--- src/design/fwh_consts.svh ---
// Constants for the fieldbus word handler.
// Included by the handler module.
`ifndef FWH_CONSTS_SVH
`define FWH_CONSTS_SVH
`define FWH_CMD_REG_ADDR 16'h2501
`define FWH_STAT_REG_ADDR 16'h2520
`define FWH_CW_RUN 0
`define FWH_CW_REV 1
`define FWH_CW_EXT_FAULT 2
`define FWH_CW_FAULT_RST 3
`define FWH_CW_VIN_LSB 6
`define FWH_CW_CTRL_MODE 14
`define FWH_CW_TORQUE 15
`define FWH_CW_KEEP_MASK 16'hffcf
`define FWH_CMD_RESET 16'h0000
`define FWH_CODE_MSB 15
`define FWH_CODE_LSB 12
`define FWH_REQ_NONE 4'h0
`define FWH_REQ_READ 4'h1
`define FWH_REQ_MODIFY 4'h2
`define FWH_RSP_NONE 4'h0
`define FWH_RSP_DONE 4'h1
`define FWH_RSP_FAIL 4'h7
`define FWH_FAULT_NO_PARAM 8'h00
`define FWH_FAULT_STATE 8'h01
`define FWH_FAULT_RANGE 8'h02
`define FWH_FAULT_OTHER 8'h65
`define FWH_DRV_OK 2'h0
`define FWH_DRV_NO_PARAM 2'h1
`define FWH_DRV_STATE 2'h2
`define FWH_DRV_RANGE 2'h3
`define FWH_CLK_PERIOD_NS 8
`define FWH_TIMEOUT_NS 10000
`define FWH_TIMEOUT_CYCLES (`FWH_TIMEOUT_NS / `FWH_CLK_PERIOD_NS)
`endif

--- src/design/fwh_pkg.sv ---
// Types for the fieldbus word handler.
// Assumes fwh_consts.svh is on the include path.
package fwh_pkg;
   typedef enum logic [0:0] {ST_IDLE, ST_ACCESS} fwh_state_t;
   typedef logic [15:0] fwh_word_t;
endpackage : fwh_pkg

--- src/design/fwh_word_handler.sv ---
// Fieldbus word handler: command word decode, state word
// assembly and the four-word parameter channel.
// Assumes master and drive logic run on clk.
`timescale 1ns/100ps
`default_nettype none
`include "fwh_consts.svh"
// Functional notes
// - Command bit0 run, bit1 reverse, bit2 external fault, bit3 fault reset.
// - Command bits 6-13 virtual inputs, bit14 controller mode, bit15 torque.
// - State bits 0-3: running, reverse, ready, faulted.
// - State bits 4-12: warning through no output, in order.
// - State bit13 ref not link, bit14 run source, bit15 over-torque.
// - Channel is head, subentry, fault value, parameter value words.
// - Head bits 0-11 carry the parameter number.
// - Response code 0 none, 1 processed, 7 not processable.
// - Fault number in low byte of third word, upper byte zero.
// - Fault 0 when the parameter does not exist.
// - Fault 1 when the parameter cannot be read or written now.
// - Fault 2 when a modify value is out of range.
// - Fault 101 on other drive link faults such as timeout.
// - Parameter data travels in the fourth word.
// - Good read echoes head and subentry, zero third, value fourth.
// - Cyclic command word goes to register 0x2501.
// - Cyclic state word comes from register 0x2520.
module fwh_word_handler
   import fwh_pkg::*;
#(
   parameter int TIMEOUT_CYCLES = `FWH_TIMEOUT_CYCLES
)
(
   input wire logic clk, // 125 MHz
   input wire logic arst_n, // Async reset
   input wire logic cmd_valid, // Cyclic command word strobe
   input wire logic [15:0] cmd_word, // Cyclic command word
   output logic run_cmd, // Run
   output logic reverse_cmd, // Reverse
   output logic ext_fault_cmd, // External fault
   output logic fault_reset_cmd, // Fault reset
   output logic [7:0] virtual_inputs, // virtual_input_1..8
   output logic controller_mode, // Controller mode
   output logic link_torque_en, // Torque command by link
   output logic [15:0] drive_command_word, // Command register
   input wire logic st_running, // Running
   input wire logic st_reverse, // Reverse
   input wire logic st_ready, // Ready to operate
   input wire logic st_faulted, // Faulted
   input wire logic st_warning, // Warning
   input wire logic st_zero_speed, // Zero speed
   input wire logic st_model_flag, // Model flag
   input wire logic st_freq_reached, // Frequency reached
   input wire logic st_any_freq, // Any frequency reached
   input wire logic st_freq_det1, // Frequency detection 1
   input wire logic st_freq_det2, // Frequency detection 2
   input wire logic st_low_voltage, // Low voltage
   input wire logic st_no_output, // No output
   input wire logic st_ref_not_link, // Reference not from link
   input wire logic run_source_not_link, // Run source not link
   input wire logic st_over_torque, // Over-torque
   output logic [15:0] drive_state_word, // State register
   input wire logic req_valid, // Request strobe
   output logic req_ready, // Idle, request taken
   input wire logic [15:0] req_head, // param_request_head
   input wire logic [15:0] req_subentry_word, // Subentry
   input wire logic [15:0] req_fault_value_word, // Zero
   input wire logic [15:0] req_param_value_word, // Data
   output logic rsp_valid, // Response pulse
   output logic [15:0] rsp_head, // Response head
   output logic [15:0] rsp_subentry_word, // Echo
   output logic [15:0] rsp_fault_value_word, // Fault
   output logic [15:0] rsp_param_value_word, // Data
   output logic drv_req, // Drive access request
   output logic drv_we, // Drive write
   output logic [15:0] drv_addr, // Drive address
   output logic [15:0] drv_wdata, // Drive write data
   input wire logic drv_ack, // Drive answer pulse
   input wire logic [15:0] drv_rdata, // Drive read data
   input wire logic [1:0] drv_err // Drive error code
);
   localparam int CNT_W = $clog2(TIMEOUT_CYCLES + 1);
   localparam logic [CNT_W-1:0] CNT_LAST = CNT_W'(TIMEOUT_CYCLES - 1);
   fwh_state_t state, next_state;
   logic [15:0] next_cmd, next_state_word;
   logic next_rsp_valid, next_drv_req, next_drv_we;
   fwh_word_t next_rsp_head, next_rsp_sub, next_rsp_fault, next_rsp_value;
   fwh_word_t next_drv_addr, next_drv_wdata, acc_addr;
   logic [CNT_W-1:0] cnt, next_cnt;
   logic [3:0] req_code;
   logic [7:0] drv_fault;
   assign req_ready = (state == ST_IDLE);
   assign req_code = req_head[`FWH_CODE_MSB:`FWH_CODE_LSB];
   // A zero number selects the subentry word as address
   assign acc_addr = (req_head[11:0] != 12'h000) ? {4'h0, req_head[11:0]}
      : req_subentry_word;

   // Decoded commands are slices of the command register
   assign run_cmd = drive_command_word[`FWH_CW_RUN];
   assign reverse_cmd = drive_command_word[`FWH_CW_REV];
   assign ext_fault_cmd = drive_command_word[`FWH_CW_EXT_FAULT];
   assign fault_reset_cmd = drive_command_word[`FWH_CW_FAULT_RST];
   assign controller_mode = drive_command_word[`FWH_CW_CTRL_MODE];
   assign link_torque_en = drive_command_word[`FWH_CW_TORQUE];
   genvar gi;
   generate
      for (gi = 0; gi < 8; gi++)
      begin : g_vin
         assign virtual_inputs[gi] = drive_command_word[`FWH_CW_VIN_LSB + gi];
      end
   endgenerate
   always_comb
      next_state_word = {st_over_torque, run_source_not_link, st_ref_not_link,
         st_no_output, st_low_voltage, st_freq_det2, st_freq_det1,
         st_any_freq, st_freq_reached, st_model_flag, st_zero_speed,
         st_warning,
         st_faulted, st_ready, st_reverse, st_running};
   always_comb
      case (drv_err)
         `FWH_DRV_NO_PARAM: drv_fault = `FWH_FAULT_NO_PARAM;
         `FWH_DRV_STATE: drv_fault = `FWH_FAULT_STATE;
         default: drv_fault = `FWH_FAULT_RANGE;
      endcase

   always_comb
   begin
      next_state = state;
      next_cmd = drive_command_word;
      next_rsp_valid = 1'b0;
      next_rsp_head = rsp_head;
      next_rsp_sub = rsp_subentry_word;
      next_rsp_fault = rsp_fault_value_word;
      next_rsp_value = rsp_param_value_word;
      next_drv_req = drv_req;
      next_drv_we = drv_we;
      next_drv_addr = drv_addr;
      next_drv_wdata = drv_wdata;
      next_cnt = cnt;
      case (state)
         ST_IDLE:
         begin
            if (req_valid)
            begin
               next_rsp_valid = 1'b1;
               next_rsp_sub = req_subentry_word;
               next_rsp_fault = 16'h0000;
               next_rsp_value = 16'h0000;
               if (req_code == `FWH_REQ_NONE)
                  next_rsp_head = {`FWH_RSP_NONE, req_head[11:0]};
               else if (req_code != `FWH_REQ_READ && req_code != `FWH_REQ_MODIFY)
               begin
                  next_rsp_head = {`FWH_RSP_FAIL, req_head[11:0]};
                  next_rsp_fault = {8'h00, `FWH_FAULT_OTHER};
               end
               else if (acc_addr == `FWH_CMD_REG_ADDR)
               begin
                  if (req_code == `FWH_REQ_READ)
                  begin
                     // Command register is write only
                     next_rsp_head = {`FWH_RSP_FAIL, req_head[11:0]};
                     next_rsp_fault = {8'h00, `FWH_FAULT_STATE};
                  end
                  else
                  begin
                     next_cmd = req_param_value_word & `FWH_CW_KEEP_MASK;
                     next_rsp_head = {`FWH_RSP_DONE, req_head[11:0]};
                     next_rsp_value = req_param_value_word;
                  end
               end
               else if (acc_addr == `FWH_STAT_REG_ADDR)
               begin
                  if (req_code == `FWH_REQ_MODIFY)
                  begin
                     next_rsp_head = {`FWH_RSP_FAIL, req_head[11:0]};
                     next_rsp_fault = {8'h00, `FWH_FAULT_STATE};
                  end
                  else
                  begin
                     next_rsp_head = {`FWH_RSP_DONE, req_head[11:0]};
                     next_rsp_value = drive_state_word;
                  end
               end
               else
               begin
                  // Held until the drive answers or the wait expires
                  next_rsp_valid = 1'b0;
                  next_rsp_head = req_head;
                  next_drv_req = 1'b1;
                  next_drv_we = (req_code == `FWH_REQ_MODIFY);
                  next_drv_addr = acc_addr;
                  next_drv_wdata = req_param_value_word;
                  next_cnt = '0;
                  next_state = ST_ACCESS;
               end
            end
         end
         ST_ACCESS:
         begin
            if (drv_ack)
            begin
               next_drv_req = 1'b0;
               next_rsp_valid = 1'b1;
               next_state = ST_IDLE;
               if (drv_err == `FWH_DRV_OK)
               begin
                  next_rsp_head = {`FWH_RSP_DONE, rsp_head[11:0]};
                  next_rsp_value = drv_we ? drv_wdata : drv_rdata;
               end
               else
               begin
                  next_rsp_head = {`FWH_RSP_FAIL, rsp_head[11:0]};
                  next_rsp_fault = {8'h00, drv_fault};
               end
            end
            else if (cnt == CNT_LAST)
            begin
               next_drv_req = 1'b0;
               next_rsp_valid = 1'b1;
               next_state = ST_IDLE;
               next_rsp_head = {`FWH_RSP_FAIL, rsp_head[11:0]};
               next_rsp_fault = {8'h00, `FWH_FAULT_OTHER};
            end
            else
               next_cnt = CNT_W'(cnt + 1'b1);
         end
         default: next_state = ST_IDLE;
      endcase
      // Cyclic word wins over a same-cycle parameter write
      if (cmd_valid)
         next_cmd = cmd_word & `FWH_CW_KEEP_MASK;
   end

   always_ff @(posedge clk or negedge arst_n)
   begin
      if (!arst_n)
      begin
         state <= ST_IDLE;
         drive_command_word <= `FWH_CMD_RESET;
         drive_state_word <= 16'h0000;
         rsp_valid <= 1'b0;
         rsp_head <= 16'h0000;
         rsp_subentry_word <= 16'h0000;
         rsp_fault_value_word <= 16'h0000;
         rsp_param_value_word <= 16'h0000;
         drv_req <= 1'b0;
         drv_we <= 1'b0;
         drv_addr <= 16'h0000;
         drv_wdata <= 16'h0000;
         cnt <= '0;
      end
      else
      begin
         state <= next_state;
         drive_command_word <= next_cmd;
         drive_state_word <= next_state_word;
         rsp_valid <= next_rsp_valid;
         rsp_head <= next_rsp_head;
         rsp_subentry_word <= next_rsp_sub;
         rsp_fault_value_word <= next_rsp_fault;
         rsp_param_value_word <= next_rsp_value;
         drv_req <= next_drv_req;
         drv_we <= next_drv_we;
         drv_addr <= next_drv_addr;
         drv_wdata <= next_drv_wdata;
         cnt <= next_cnt;
      end
   end
endmodule : fwh_word_handler
`default_nettype wire

--- config.mk ---
export PLATFORM = sky130hd
export DESIGN_NAME = fwh_word_handler
export DESIGN_NICKNAME = d
export VERILOG_FILES = /design/src/design/fwh_pkg.sv /design/src/design/fwh_word_handler.sv
export VERILOG_INCLUDE_DIRS = /design/src /design/src/design
export SDC_FILE = /design/constraint.sdc
export NUM_CORES = 1
export LEC_CHECK = 0
export BUFFER_PORTS_ARGS = -buffer_cell sky130_fd_sc_hd__buf_2
export CELL_PAD_IN_SITES_DETAIL_PLACEMENT = 1
export CELL_PAD_IN_SITES_GLOBAL_PLACEMENT = 2
export CORE_MARGIN = 1
export CORE_UTILIZATION = 30
export CTS_CLUSTER_SIZE = 20
export DETAILED_ROUTE_END_ITERATION = 8
export PLACE_DENSITY_LB_ADDON = 0.1
export SETUP_SLACK_MARGIN = 0.02
export SLEW_MARGIN = 20
export SYNTH_ARGS = -nofsm -noshare
export SYNTH_HDL_FRONTEND = slang
export SYNTH_SLANG_ARGS = --single-unit
--- constraint.sdc ---
create_clock -name clk -period 4.45 [get_ports clk]
set_input_delay 0.445 -clock clk [delete_from_list [all_inputs] [get_ports clk]]
set_output_delay 0.445 -clock clk [all_outputs]
set_load 0.005 [all_outputs]
**Yosys cells after proc, flatten, opt, wreduce, memory -nomap -nowiden**

Cells that the tools add are included.

- Flip-flop bits (word level): 143
- Input port bits: 119
- Output and inout bits: 146
- Word-level logic and storage cells: 133

- $add $sub $neg: 1
- Eq/ne operators: 24
- Muxes and demuxes: 74
- Bitwise logic cells: 5
- Reductions and logical operators: 15

Operator list:

| kind | number |
|---|---|
| two-way mux 16 bit | 32 |
| case mux 16 bit (2 select lines) | 3 |
| two-way mux 11 bit | 7 |
| two-way mux 15 bit | 3 |
| equality test 16 x 14 -> 1 bit, second input constant | 2 |
| two-way mux 1 bit | 24 |
| != test 2 bit, second input constant | 12 |
| case mux 11 bit (2 select lines) | 1 |
| AND reduction 6 bit | 3 |
| nonzero test 12 bit | 1 |
| adder 11 x 1 -> 11 bit, second input constant | 1 |
| equality test 11 bit, second input constant | 1 |
| AND reduction 7 bit | 1 |
| case mux 1 bit (2 select lines) | 3 |
| AND reduction 2 bit | 3 |
| AND reduction 3 bit | 2 |
| NOT 1 bit | 5 |
| equality test 4 x 1 -> 1 bit, second input constant | 1 |
| equality test 4 x 2 -> 1 bit, second input constant | 1 |
| logical NOT 4 bit | 1 |
| != test 4 x 1 -> 1 bit, second input constant | 1 |
| != test 4 x 2 -> 1 bit, second input constant | 1 |
| case mux 2 bit (2 select lines) | 1 |
| nonzero test 2 bit | 2 |
| other kinds (7) | 7 |

**Logic depth before layout (Yosys ltp)**

Gate-level depths: netlist (run 1).

- Word-level depth: 9
- Gate-level depth with buffers: 9
- Depth with buffers taken out: 8

**Worst setup path before layout (run 1)**

Ideal clock, no wire load.

- Path kind: in2reg
- Start point: in req_head[6]
- End point: reg drive_command_word[10]
- Setup time: 0.132 ns
- Arrival: 2.414 ns
- Data required time: 4.318 ns
- Setup slack: 1.904 ns
- Stages: 8
- Path buffers: 2
- Cells stage by stage: or4_4 o41ai_4 nand4_2 or3_1 buf_6 buf_6 mux2i_1 o21ai_1

- Cells in the longest elaborated chain, start to end: 5

Ends and longest elaborated chain:

| element | RTL line | source |
|---|---|---|
| from (decl) | fwh_word_handler.sv:62 | `input wire logic [15:0] req_head,` |
| nonzero test 12 bit | fwh_word_handler.sv:92 | `assign acc_addr = (req_head[11:0] != 12'h000) ? {4'h0, req_head[11:0]}` |
| two-way mux 16 bit * | fwh_word_handler.sv:92 |  |
| equality test 16 x 14 -> 1 bit (no line) * | -- |  |
| nonzero test 2 bit (no line) * | -- |  |
| AND reduction 6 bit (no line) * | -- |  |
| to (signal assigned) | fwh_word_handler.sv:235 | `` drive_command_word <= `FWH_CMD_RESET; `` |
| to (signal assigned) | fwh_word_handler.sv:251 | `drive_command_word <= next_cmd;` |
| to (decl) | fwh_word_handler.sv:42 | `output logic [15:0] drive_command_word,` |

Every way passes the cells marked *; elsewhere a longest branch is shown, timed or not.
A chain may end at the register's enable or synchronous reset.

**Final worst setup path (run 1)**

- Start point: in req_subentry_word[14]
- End point: reg cnt[0]

- Cells in the longest elaborated chain, start to end: 4
- Elaborated cells between the ends (all ways): 6
- Those cells by class: 4 x eq/ne; 1 x mux; 1 x reduce/logical

Ends and longest elaborated chain:

| element | RTL line | source |
|---|---|---|
| from (decl) | fwh_word_handler.sv:63 | `input wire logic [15:0] req_subentry_word,` |
| two-way mux 16 bit * | fwh_word_handler.sv:92 |  |
| equality test 16 x 14 -> 1 bit (no line) | -- |  |
| != test 2 bit (no line) | -- |  |
| AND reduction 7 bit (no line) * | -- |  |
| to (signal assigned) | fwh_word_handler.sv:262 | `cnt <= next_cnt;` |
| to (decl) | fwh_word_handler.sv:86 | `logic [CNT_W-1:0] cnt, next_cnt;` |

Marked as above.

==> results of run 1 <==
==> layout make-up <==
| cell class | instances | area, um2 | share of cell area [%] |
|---|---|---|---|
| flip-flops and latches | 128 | 3200 | 40.4 |
| multi-input cells | 411 | 2520 | 31.8 |
| repair buffers | 240 | 1220 | 15.4 |
| clock buffers | 17 | 425 | 5.36 |
| well taps | 265 | 332 | 4.18 |
| clock inverters | 15 | 181 | 2.29 |
| inverters | 9 | 33.8 | 0.426 |
| diodes | 2 | 5.00 | 0.0631 |
==> path summary, 6_finish.rpt <==
check                                      start  slack [ns]  cells past startpoint                  end
max reg2reg                                state        1.74                      7               cnt[0]
min reg2reg                         drv_addr[15]        0.47                      2         drv_addr[15]
max                        req_subentry_word[14]        1.53                      8               cnt[0]
min                                       arst_n        0.06                      1          rsp_head[0]
min in group clk                     st_any_freq        0.13                      1  drive_state_word[8]
max in group asynchronous                 arst_n        3.21                      2         drv_addr[12]
==> per-stage QoR <==
| step | std cells | cell area (um2) | utilization, % | hold slack, ns | worst slack [ns] |
|---|---|---|---|---|---|
| 6_report | 1087 | 7930 | 40.4 | 0.0631 | 1.53 |
| 3_3_place_gp | 1053 | 7320 | 37.2 | 0.451 | 1.17 |
| 3_5_place_dp | 1053 | 7320 | 37.2 | 0.457 | 1.09 |
| 5_1_grt | 1085 | 7930 | 40.3 | 0.103 | 1.26 |
| 2_1_floorplan | 612 | 6110 | - | 0.149 | 1.90 |
| 4_1_cts | 1085 | 7930 | 40.3 | 0.106 | 1.51 |
==> flip-flops by register name (all words and copies together), names as in the netlist <==
register and count:
drive_state_word 16, drv_addr 16, drv_wdata 16, rsp_head 16, rsp_param_value_word 16, rsp_subentry_word 16, drive_command_word 14, cnt 11
rsp_fault_value_word 3, drv_req 1, drv_we 1, rsp_valid 1, state 1
==> synth_stat cells (all sizes together) (5+ instances only) <==
master    n  share of area [%]
buf      36                4.3
a221o    18                3.0
nand2   119                7.4
dfrtp   128                 53
inv       9               0.56
nor2     23                1.4
mux2i    30                5.0
or4       5               0.74
nand3    27                2.2
nand4     5               0.62
nor3     22                1.9
o21ai    52                4.3
xor2      7                1.0
mux2     26                4.8
clkbuf   28                1.7
a21oi    14                1.2
==> power by group through the flow <==
stage / registers [W] / clock network [W] / logic (W)
4_1_cts: 0.00138 / 0.00150 / 0.000494
2_1_floorplan: 0.00140 / 0 / 0.000223
6_report: 0.00138 / 0.00146 / 0.000480
5_1_grt: 0.00140 / 0.00156 / 0.000546
3_5_place_dp: 0.00140 / 0 / 0.000492
3_3_place_gp: 0.00140 / 0 / 0.000483
==> critical path: cells and delay by family <==
family                 cells  cell delay (ns)
AOI/OAI and AO/OA          1             0.10
buffers and inverters      2             0.50
and+or+nand+nor            5             2.19
==> cell usage in the layout, fill, tap and decap left out, types with 4 or more instances in the layout <==
cell type and count:
buf_2 232, dfrtp_1 127, nand2_1 117, o21ai_0 42, mux2i_1 30, nand3_1 27
mux2_2 26, nor2_1 23, nor3_1 20, a221o_1 18, clkbuf_16 17, a21oi_1 14
conb_1 13, o21ai_1 10, inv_1 9, xor2_1 7, buf_4 7, inv_6 5
xnor2_1 4, nand4_1 4, or3_1 4, ha_1 4
==> cell families after synthesis <==
logic type               count (synthesis)  synth area share [%]
adder cells (fa/ha/maj)                  4                 0.825
XOR/XNOR                                11                  1.59
AND/OR/NAND/NOR                        228                  17.6
buffers and inverters                   73                  6.58
multiplexers                            56                  9.78
other                                    1                0.0618
AO/OA/AOI/OAI                           99                  10.7
flip-flops                             128                  52.8
==> per-layer routing <==
layer | wire length [um] | vias to the layer above
met2 | 9530 | 158
met3 | 1300 | 10
met4 | 137 | 0
met1 | 8730 | 2602
met5 | 0 | -
li1 | - | 2470
==> results.sh, run 1 <==
export IMPL_status="complete, no violations"
export IMPL_async_reset_ff_share_pct=100
export IMPL_cts_resized=0
export IMPL_initial_utilization_pct=30.9
export IMPL_post_route_period_util_pct=65.7
export IMPL_ir_worst_vdd_v=0.000241
export IMPL_cts_buffers_inserted=17
export IMPL_p_comb_share_pct=14.4
export IMPL_finalHoldViolCount=0
export IMPL_drive_above_1_share_pct=38.4
export IMPL_cpMaxStageDelayCell="or4b_2"
export IMPL_slew_headroom_pct=38.4
export IMPL_dp_hpwl_um=14100
export IMPL_io_pins=265
export IMPL_viasPerCell=4.82
export IMPL_slew_violations=0
export IMPL_setup_tns_ns=0
export IMPL_power_w=0.00332
export IMPL_grt_max_degree=91
export IMPL_clock_sinks=128
export IMPL_nFillCells=2358
export IMPL_yosys_warnings=0
export IMPL_dieArea_um2=20800
export IMPL_crit_type="primary input to flip-flop"
export IMPL_finClkSkew_ns=0.0137
export IMPL_clkTransAtPathRegs_ns=0.06
export IMPL_die_w_um=144
export IMPL_post_cts_buffers=0
export IMPL_hold_class="primary input to async pin"
export IMPL_switchingPower_w=0.000917
export IMPL_cts_hold_buf=0
export IMPL_top_usage_layer="met2"
export IMPL_grtUsageMet1_pct=25.3
export IMPL_fin_nets=930
export IMPL_max_clock_freq_ghz=0.342
export IMPL_antenna_found_initial=2
export IMPL_p_leak_nw=4.07
export IMPL_cts_tree="done"
export IMPL_cp_max_fo=34
export IMPL_grt_pass1_vias=5402
export IMPL_syn_area_um2=6070
export IMPL_slowest_delay_ns=0.66
export IMPL_p_seq_share_pct=41.6
export IMPL_cp_cell_sequence="buf_2, or4b_2, nor4_1, nand4_1, nand2_2, buf_4, nand3_1, o21ai_0"
export IMPL_synth_cells=600
export IMPL_synthFlopType="dfrtp_1"
export IMPL_finalCriticalPeriod_ns=2.92
export IMPL_syn_area_per_cell_um2=10.1
export IMPL_ant_nets=0
export IMPL_pwr_share_clk_pct=43.9
export IMPL_met2_usage_pct=31.0
export IMPL_ys_seq_area_share_pct=52.8
export IMPL_synth_edf_count=0
export IMPL_rows=51
export IMPL_start_kind="primary input"
export IMPL_gp_congestion=0.777
export IMPL_maxCapViolations=0
export IMPL_layout_area_overhead_vs_synth_pct=30.8
export IMPL_htree_levels=4
export IMPL_rsz0062_at_grt="no"
export IMPL_power_share_switching_pct=27.6
export IMPL_p_per_area_nw_per_um2=419
export IMPL_root_buffer="clkbuf_16"
export IMPL_overflow=0
export IMPL_postRouteWirelength_um=19700
export IMPL_dr_pass1_iters=4
export IMPL_vias=5240
export IMPL_cp_required_ns=4.77
export IMPL_arrival_ns=3.24
export IMPL_io_buffers=233
export IMPL_final_setup_viol_count=0
export IMPL_grtUsageMet3_pct=6.36
export IMPL_grt_pass1_wl_um=30300
export IMPL_grt_use_total_pct=19.5
export IMPL_drc=0
export IMPL_clk_path_buf_depth=2
export IMPL_dieHeight_um=144
export IMPL_worst_slew_pin_slew_ns=0.921
export IMPL_ys_ff_latch=128
export IMPL_clock_latency_ns=0.42
export IMPL_ys_types=51
export IMPL_drt_initial_drc_count=210
export IMPL_end_kind="flip-flop"
export IMPL_internal_power_w=0.00240
export IMPL_routedWlPerCell_um=18.1
export IMPL_core_area_um2=19700
Note: power is estimated with default switching activity, not from simulation.
==> run 2: changes to the inputs <==
--- a/config.mk
+++ b/config.mk
@@ -10,7 +10,7 @@
 export CELL_PAD_IN_SITES_DETAIL_PLACEMENT = 1
 export CELL_PAD_IN_SITES_GLOBAL_PLACEMENT = 2
 export CORE_MARGIN = 1
-export CORE_UTILIZATION = 30
+export CORE_UTILIZATION = 28
 export CTS_CLUSTER_SIZE = 20
 export DETAILED_ROUTE_END_ITERATION = 8
 export PLACE_DENSITY_LB_ADDON = 0.1
==> constraint.sdc (replaced) <==
create_clock -name clk -period 3 [get_ports clk]
set_input_delay 0.3 -clock clk [delete_from_list [all_inputs] [get_ports clk]]
set_output_delay 0.3 -clock clk [all_outputs]
set_load 0.005 [all_outputs]
==> results.sh, run 2 (synthesis results as in run 1) <==
export IMPL_routedWlPerCell_um=18.3
export IMPL_slew_headroom_pct=37.1
export IMPL_clkTransAtPathRegs_ns=0.06
export IMPL_initial_utilization_pct=28.7
export IMPL_die_w_um=149
export IMPL_wl_met3_um=1090
export IMPL_dieHeight_um=149
export IMPL_final_setup_viol_count=0
export IMPL_final_common_cell="buf_2"
export IMPL_dpl_worst_slack_ns=0.236
export IMPL_max_clock_freq_ghz=0.400
export IMPL_post_route_period_util_pct=83.4
export IMPL_grt_max_degree=74
export IMPL_grt_pass1_wl_um=32000
export IMPL_met2WireLength_um=10000
export IMPL_io_buffers=233
export IMPL_clk_path_buf_depth=2
export IMPL_slowest_delay_ns=0.72
export IMPL_clock_latency_ns=0.41
export IMPL_met1_length_um=9160
export IMPL_start_kind="flip-flop"
export IMPL_grt_use_total_pct=18.8
export IMPL_end_kind="flip-flop"
export IMPL_status="complete, no violations"
export IMPL_clock_sinks=128
export IMPL_finalHoldViolCount=0
export IMPL_dieArea_um2=22300
export IMPL_viasPerCell=4.76
export IMPL_vias=5345
export IMPL_fin_nets=956
export IMPL_power_w=0.00516
export IMPL_ant_nets=0
export IMPL_cp_cell_sequence="or4b_2, o311ai_0, o21ai_0, a211oi_1, a221o_1"
export IMPL_final_cell_mix="buf_2 (232), dfrtp_1 (128), nand2_1 (117), o21ai_0 (42), mux2i_1 (30)"
export IMPL_root_buffer="clkbuf_16"
export IMPL_core_area_um2=21200
export IMPL_crit_buf_inv=0
export IMPL_cts_resized=0
export IMPL_ir_worst_vdd_v=0.000328
export IMPL_maxCapViolations=0
export IMPL_gp_congestion=0.716
export IMPL_rsz0062_at_grt="no"
export IMPL_cp_top_family="compound AO/OA/AOI/OAI gates"
export IMPL_grt_pass1_vias=5696
export IMPL_topRoutingLayerUsed="met4"
export IMPL_p_leak_nw=4.23
export IMPL_setup_tns_ns=0
export IMPL_worst_slew_pin_slew_ns=0.944
export IMPL_layout_area_overhead_vs_synth_pct=36.4
export IMPL_hold_class="primary input to flip-flop"
export IMPL_drt_initial_drc_count=175
export IMPL_io_pins=265
export IMPL_htree_levels=4
export IMPL_drc=0
export IMPL_dp_hpwl_um=14600
export IMPL_drive_above_1_share_pct=38.2
export IMPL_p_per_area_nw_per_um2=623
export IMPL_slew_violations=0
export IMPL_finalCriticalPeriod_ns=2.50
export IMPL_postRouteWirelength_um=20500
export IMPL_arrival_ns=2.85
export IMPL_finClkSkew_ns=0.00680
export IMPL_cp_max_fo=6
export IMPL_cpMaxStageDelayCell="or4b_2"
export IMPL_setup_slack_ns=0.497
export IMPL_crit_type="flip-flop to flip-flop"
export IMPL_rows=53
export IMPL_overflow=0
export IMPL_dr_pass1_iters=4
export IMPL_antenna_found_initial=0
export IMPL_cp_required_ns=3.35
export IMPL_cts_buffers_inserted=17
export IMPL_cts_tree="done"
run 2: cell count changes in the layout (fill, tap and decap cells not counted), sizes merged, moves of 2 or more:
cell and delta:
dlygate4sd3 +17, buf +9, clkinv -3, bufinv +2
run 2: where the power goes:
group          leakage [nW]  internal, W  switching, W
Sequential             1.60      0.00192      0.000130
Clock                 0.324      0.00152      0.000850
Combinational          2.31     0.000354      0.000391
Total                  4.23      0.00379       0.00137
run 2: final timing paths:
path / start / end / slack [ns] / depth (start not counted)
max: cnt[3] / rsp_fault_value_word[5] / 0.50 / 5
min: cmd_word[7] / drive_command_word[7] / 0.1 / 3
max reg2reg: cnt[3] / rsp_fault_value_word[5] / 0.50 / 5
min reg2reg: drv_addr[15] / drv_addr[15] / 0.47 / 2
max in group asynchronous: arst_n / rsp_param_value_word[6] / 1.78 / 3
min in group asynchronous: arst_n / rsp_valid / 0.42 / 2
run 2: what timing repair did:
item / in CTS / in global routing
setup buffers: 0 / 0
endpoints found under the hold margin: 71 / 0
hold buffers: 17 / 0
run 2: layout make-up:
cell class | instances | area (um2)
fillers | 2437 | 12900
flip-flops and latches | 128 | 3200
multi-input cells | 411 | 2520
repair buffers | 266 | 1500
clock buffers | 18 | 439
well taps | 275 | 344
clock inverters | 14 | 226
inverters | 9 | 33.8
diodes | 1 | 2.50
run 2: worst register-to-register path, stage by stage, from the launching register on:
cell      delay, ns
dfrtp_1        0.42
or4b_2         0.72
o311ai_0       0.39
o21ai_0        0.40
a211oi_1       0.37
a221o_1        0.15
run 2: stage by stage:
stage / cells / cell area (um2) / hold slack (ns) / utilization [%]
after floorplan: 612 / 6110 / 0.00441 / -
after global placement: 1072 / 7440 / 0.303 / 35.2
after detailed placement: 1072 / 7440 / 0.312 / 35.2
after CTS: 1121 / 8270 / 0.0834 / 39.1
after global routing: 1121 / 8270 / 0.0926 / 39.1
final: 1122 / 8270 / 0.0974 / 39.1
run 2: metal layers:
metal  up-vias  global-route usage (%)
met2       150                    31.4
met3        24                    4.77
met4         0                    5.00
met1      2655                    24.1
met5         -                       0
li1       2516                       -
==> run 3: changes to the inputs <==
--- a/config.mk
+++ b/config.mk
@@ -6,11 +6,12 @@
 export SDC_FILE = /design/constraint.sdc
 export NUM_CORES = 1
 export LEC_CHECK = 0
+export ABC_AREA = 1
 export BUFFER_PORTS_ARGS = -buffer_cell sky130_fd_sc_hd__buf_2
 export CELL_PAD_IN_SITES_DETAIL_PLACEMENT = 1
 export CELL_PAD_IN_SITES_GLOBAL_PLACEMENT = 2
 export CORE_MARGIN = 1
-export CORE_UTILIZATION = 28
+export CORE_UTILIZATION = 26
 export CTS_CLUSTER_SIZE = 20
 export DETAILED_ROUTE_END_ITERATION = 8
 export PLACE_DENSITY_LB_ADDON = 0.1
==> constraint.sdc (replaced) <==
create_clock -name clk -period 2.6 [get_ports clk]
set_input_delay 0.26 -clock clk [delete_from_list [all_inputs] [get_ports clk]]
set_output_delay 0.26 -clock clk [all_outputs]
set_load 0.005 [all_outputs]
==> results.sh, run 3 <==
export IMPL_status="complete, no violations"
export IMPL_cts_hold_buf=17
export IMPL_p_comb_share_pct=17.1
export IMPL_ant_nets=0
export IMPL_rows=56
export IMPL_ys_types=31
export IMPL_worstRegToRegCells=10
export IMPL_clock_latency_ns=0.42
export IMPL_finClkSkew_ns=0.0107
export IMPL_power_share_switching_pct=29.5
export IMPL_cts_buffers_inserted=17
export IMPL_r2r_end="rsp_fault_value_word[1]"
export IMPL_final_cell_mix="nand2_1 (257), buf_2 (232), dfrtp_1 (128), nor2_1 (104), o21ai_0 (72)"
export IMPL_pwr_share_clk_pct=41.5
export IMPL_grt_pass1_vias=6090
export IMPL_final_setup_viol_count=0
export IMPL_hp_start="req_param_value_word[5]"
export IMPL_clk_path_buf_depth=2
export IMPL_io_buffers=233
export IMPL_reg2reg_slack_ns=0.72
export IMPL_switchingPower_w=0.00172
export IMPL_synth_top_cell_area_share_pct=51.4
export IMPL_power_w=0.00582
export IMPL_dieHeight_um=157
export IMPL_root_buffer="clkbuf_16"
export IMPL_drc=0
export IMPL_slew_headroom_pct=53.4
export IMPL_hold_end="drv_wdata[5]"
export IMPL_die_w_um=157
export IMPL_layout_area_overhead_vs_synth_pct=35.6
export IMPL_grt_max_degree=61
export IMPL_yosys_warnings=0
export IMPL_yosysTopAreaCell="dfrtp_1"
export IMPL_syn_area_per_cell_um2=7.93
export IMPL_core_area_um2=23500
export IMPL_dp_hpwl_um=16100
export IMPL_finalHoldViolCount=0
export IMPL_clock_sinks=128
export IMPL_fin_hold_ws_ns=0.0512
export IMPL_hold_depth=3
export IMPL_end_kind="flip-flop"
export IMPL_viasPerCell=4.31
export IMPL_cp_max_fo=24
export IMPL_grt_pass1_wl_um=34400
export IMPL_p_per_area_nw_per_um2=689
export IMPL_drt_initial_drc_count=241
export IMPL_cp_required_ns=2.96
export IMPL_syn_area_um2=6230
export IMPL_drive_above_1_share_pct=29.3
export IMPL_internal_power_w=0.00410
export IMPL_cts_resized=0
export IMPL_antenna_found_initial=2
export IMPL_hold_class="primary input to flip-flop"
export IMPL_htree_levels=4
export IMPL_p_seq_share_pct=41.4
export IMPL_setup_tns_ns=0
export IMPL_rsz0062_at_grt="no"
export IMPL_p_leak_nw=4.40
export IMPL_overflow=0
export IMPL_postRouteWirelength_um=22200
export IMPL_start_kind="primary input"
export IMPL_synth_edf_count=0
export IMPL_finalCriticalPeriod_ns=2.16
export IMPL_synth_cells=786
export IMPL_ys_seq_area_share_pct=51.4
export IMPL_maxCapViolations=0
export IMPL_dieArea_um2=24600
export IMPL_gp_congestion=0.765
export IMPL_io_pins=265
export IMPL_async_reset_ff_share_pct=100
export IMPL_grt_use_total_pct=18.7
export IMPL_post_cts_buffers=0
export IMPL_slew_violations=0
export IMPL_synthTopCellsByArea="dfrtp_1 (51%), nand2_1 (15%), nor2_1 (6.3%), o21ai_0 (5.8%), buf_4 (4.1%)"
export IMPL_crit_type="primary input to flip-flop"
export IMPL_worst_slew_pin_slew_ns=0.698
export IMPL_yosys_cell_count_top_type="nand2_1"
export IMPL_routedWlPerCell_um=16.3
export IMPL_final_common_cell="nand2_1"
export IMPL_clkTransAtPathRegs_ns=0.06
export IMPL_timing_rr_start="cnt[1]"
export IMPL_fin_nets=1150
export IMPL_max_clock_freq_ghz=0.462
export IMPL_cts_tree="done"
export IMPL_synth_common_cells="nand2_1 (257), dfrtp_1 (128), nor2_1 (104)"
export IMPL_initial_utilization_pct=26.5
export IMPL_vias=5856
export IMPL_ys_ff_latch=128
export IMPL_arrival_ns=2.52
export IMPL_post_route_period_util_pct=83.2
export IMPL_dr_pass1_iters=4
export IMPL_synthFlopType="dfrtp_1"
export IMPL_ir_worst_vdd_v=0.000267
run 3: changes by cell type after synthesis, moves of 26 or more:
cell / before / now
nand2_1: 119 / 257
nor2_1: 23 / 104
inv_1: 9 / 43
o21ai_0: 42 / 72
mux2i_1: 30 / 1
mux2_2: 26 / 0
run 3: logic make-up (layout without fill, tap and decap cells):
kind of cell	after synthesis	count (layout)	share of synthesized area, %
AND/OR/NAND/NOR	424	424	27.3
XOR/XNOR	9	9	1.27
flip-flops	128	128	51.4
other	1	14	0.0602
multiplexers	1	1	0.161
adder cells (fa/ha/maj)	4	4	0.803
buffers and inverters	112	354	9.60
AO/OA/AOI/OAI	107	107	9.44
run 3: power groups by stage:
| stage | combinational, W | sequential, W | clock, W |
|---|---|---|---|
| after global routing | 0.00114 | 0.00245 | 0.00256 |
| final | 0.000998 | 0.00241 | 0.00241 |
| after floorplan | 0.000446 | 0.00245 | 0 |
| after detailed placement | 0.00101 | 0.00244 | 0 |
| after global placement | 0.000991 | 0.00245 | 0 |
| after CTS | 0.00103 | 0.00242 | 0.00249 |
run 3: worst max-delay path, cell delays in order:
cell and delay [ns]:
buf_2 0.10, nor2_1 0.13, nand2_1 0.10, nor2_4 0.13, buf_12 0.15, nand3_1 0.10
nand2_1 0.11, nor2_1 0.09, nand2_1 0.09, nor2_2 0.05, nand2_2 0.13, nand2_2 0.08
nor2_2 0.17, nand2_2 0.15, inv_2 0.47, nand2_1 0.12, nand2_1 0.09
run 3: area by class of cell:
cell class / count / area, um2
Fill cell: 2913 / 15000
Sequential cell: 128 / 3200
Multi-Input combinational cell: 558 / 2470
Timing Repair Buffer: 273 / 1600
Clock buffer: 18 / 429
Tap cell: 319 / 399
Inverter: 49 / 184
Clock inverter: 14 / 156
Antenna cell: 1 / 2.50
run 3: metrics by stage:
| step | utilization, % | cells | cell area (um2) | setup WS (ns) |
|---|---|---|---|---|
| 6_report | 36.0 | 1360 | 8450 | 0.438 |
| 4_1_cts | 36.0 | 1359 | 8450 | 0.393 |
| 5_1_grt | 36.0 | 1359 | 8450 | 0.131 |
| 3_3_place_gp | 32.8 | 1310 | 7690 | 0.0222 |
| 2_1_floorplan | - | 798 | 6280 | 0.648 |
| 3_5_place_dp | 32.8 | 1310 | 7690 | -0.0513 |
run 3: layer usage:
layer / up-vias / wire length (um) / part of all wire (%) / GRT usage [%]
li1: 2933 / - / - / -
met1: 2773 / 9980 / 45 / 23.7
met2: 137 / 10700 / 48 / 31.0
met3: 13 / 1290 / 5.8 / 5.37
met4: 0 / 216 / 0.98 / 5.18
met5: - / 0 / 0 / 0
run 3: worst max-delay path by stage:
stage | slack (ns) | startpoint | cells past startpoint | end
global route | 0.13 | req_head[5] | 17 | drv_addr[6]
finish | 0.44 | req_head[0] | 17 | drv_addr[10]
CTS | 0.39 | req_head[0] | 17 | drv_addr[1]
detailed placement | -0.05 | req_head[0] | 17 | drv_addr[1]
global placement | 0.02 | req_head[5] | 17 | drv_addr[1]
floorplan | 0.65 | req_head[7] | 17 | drv_wdata[10]
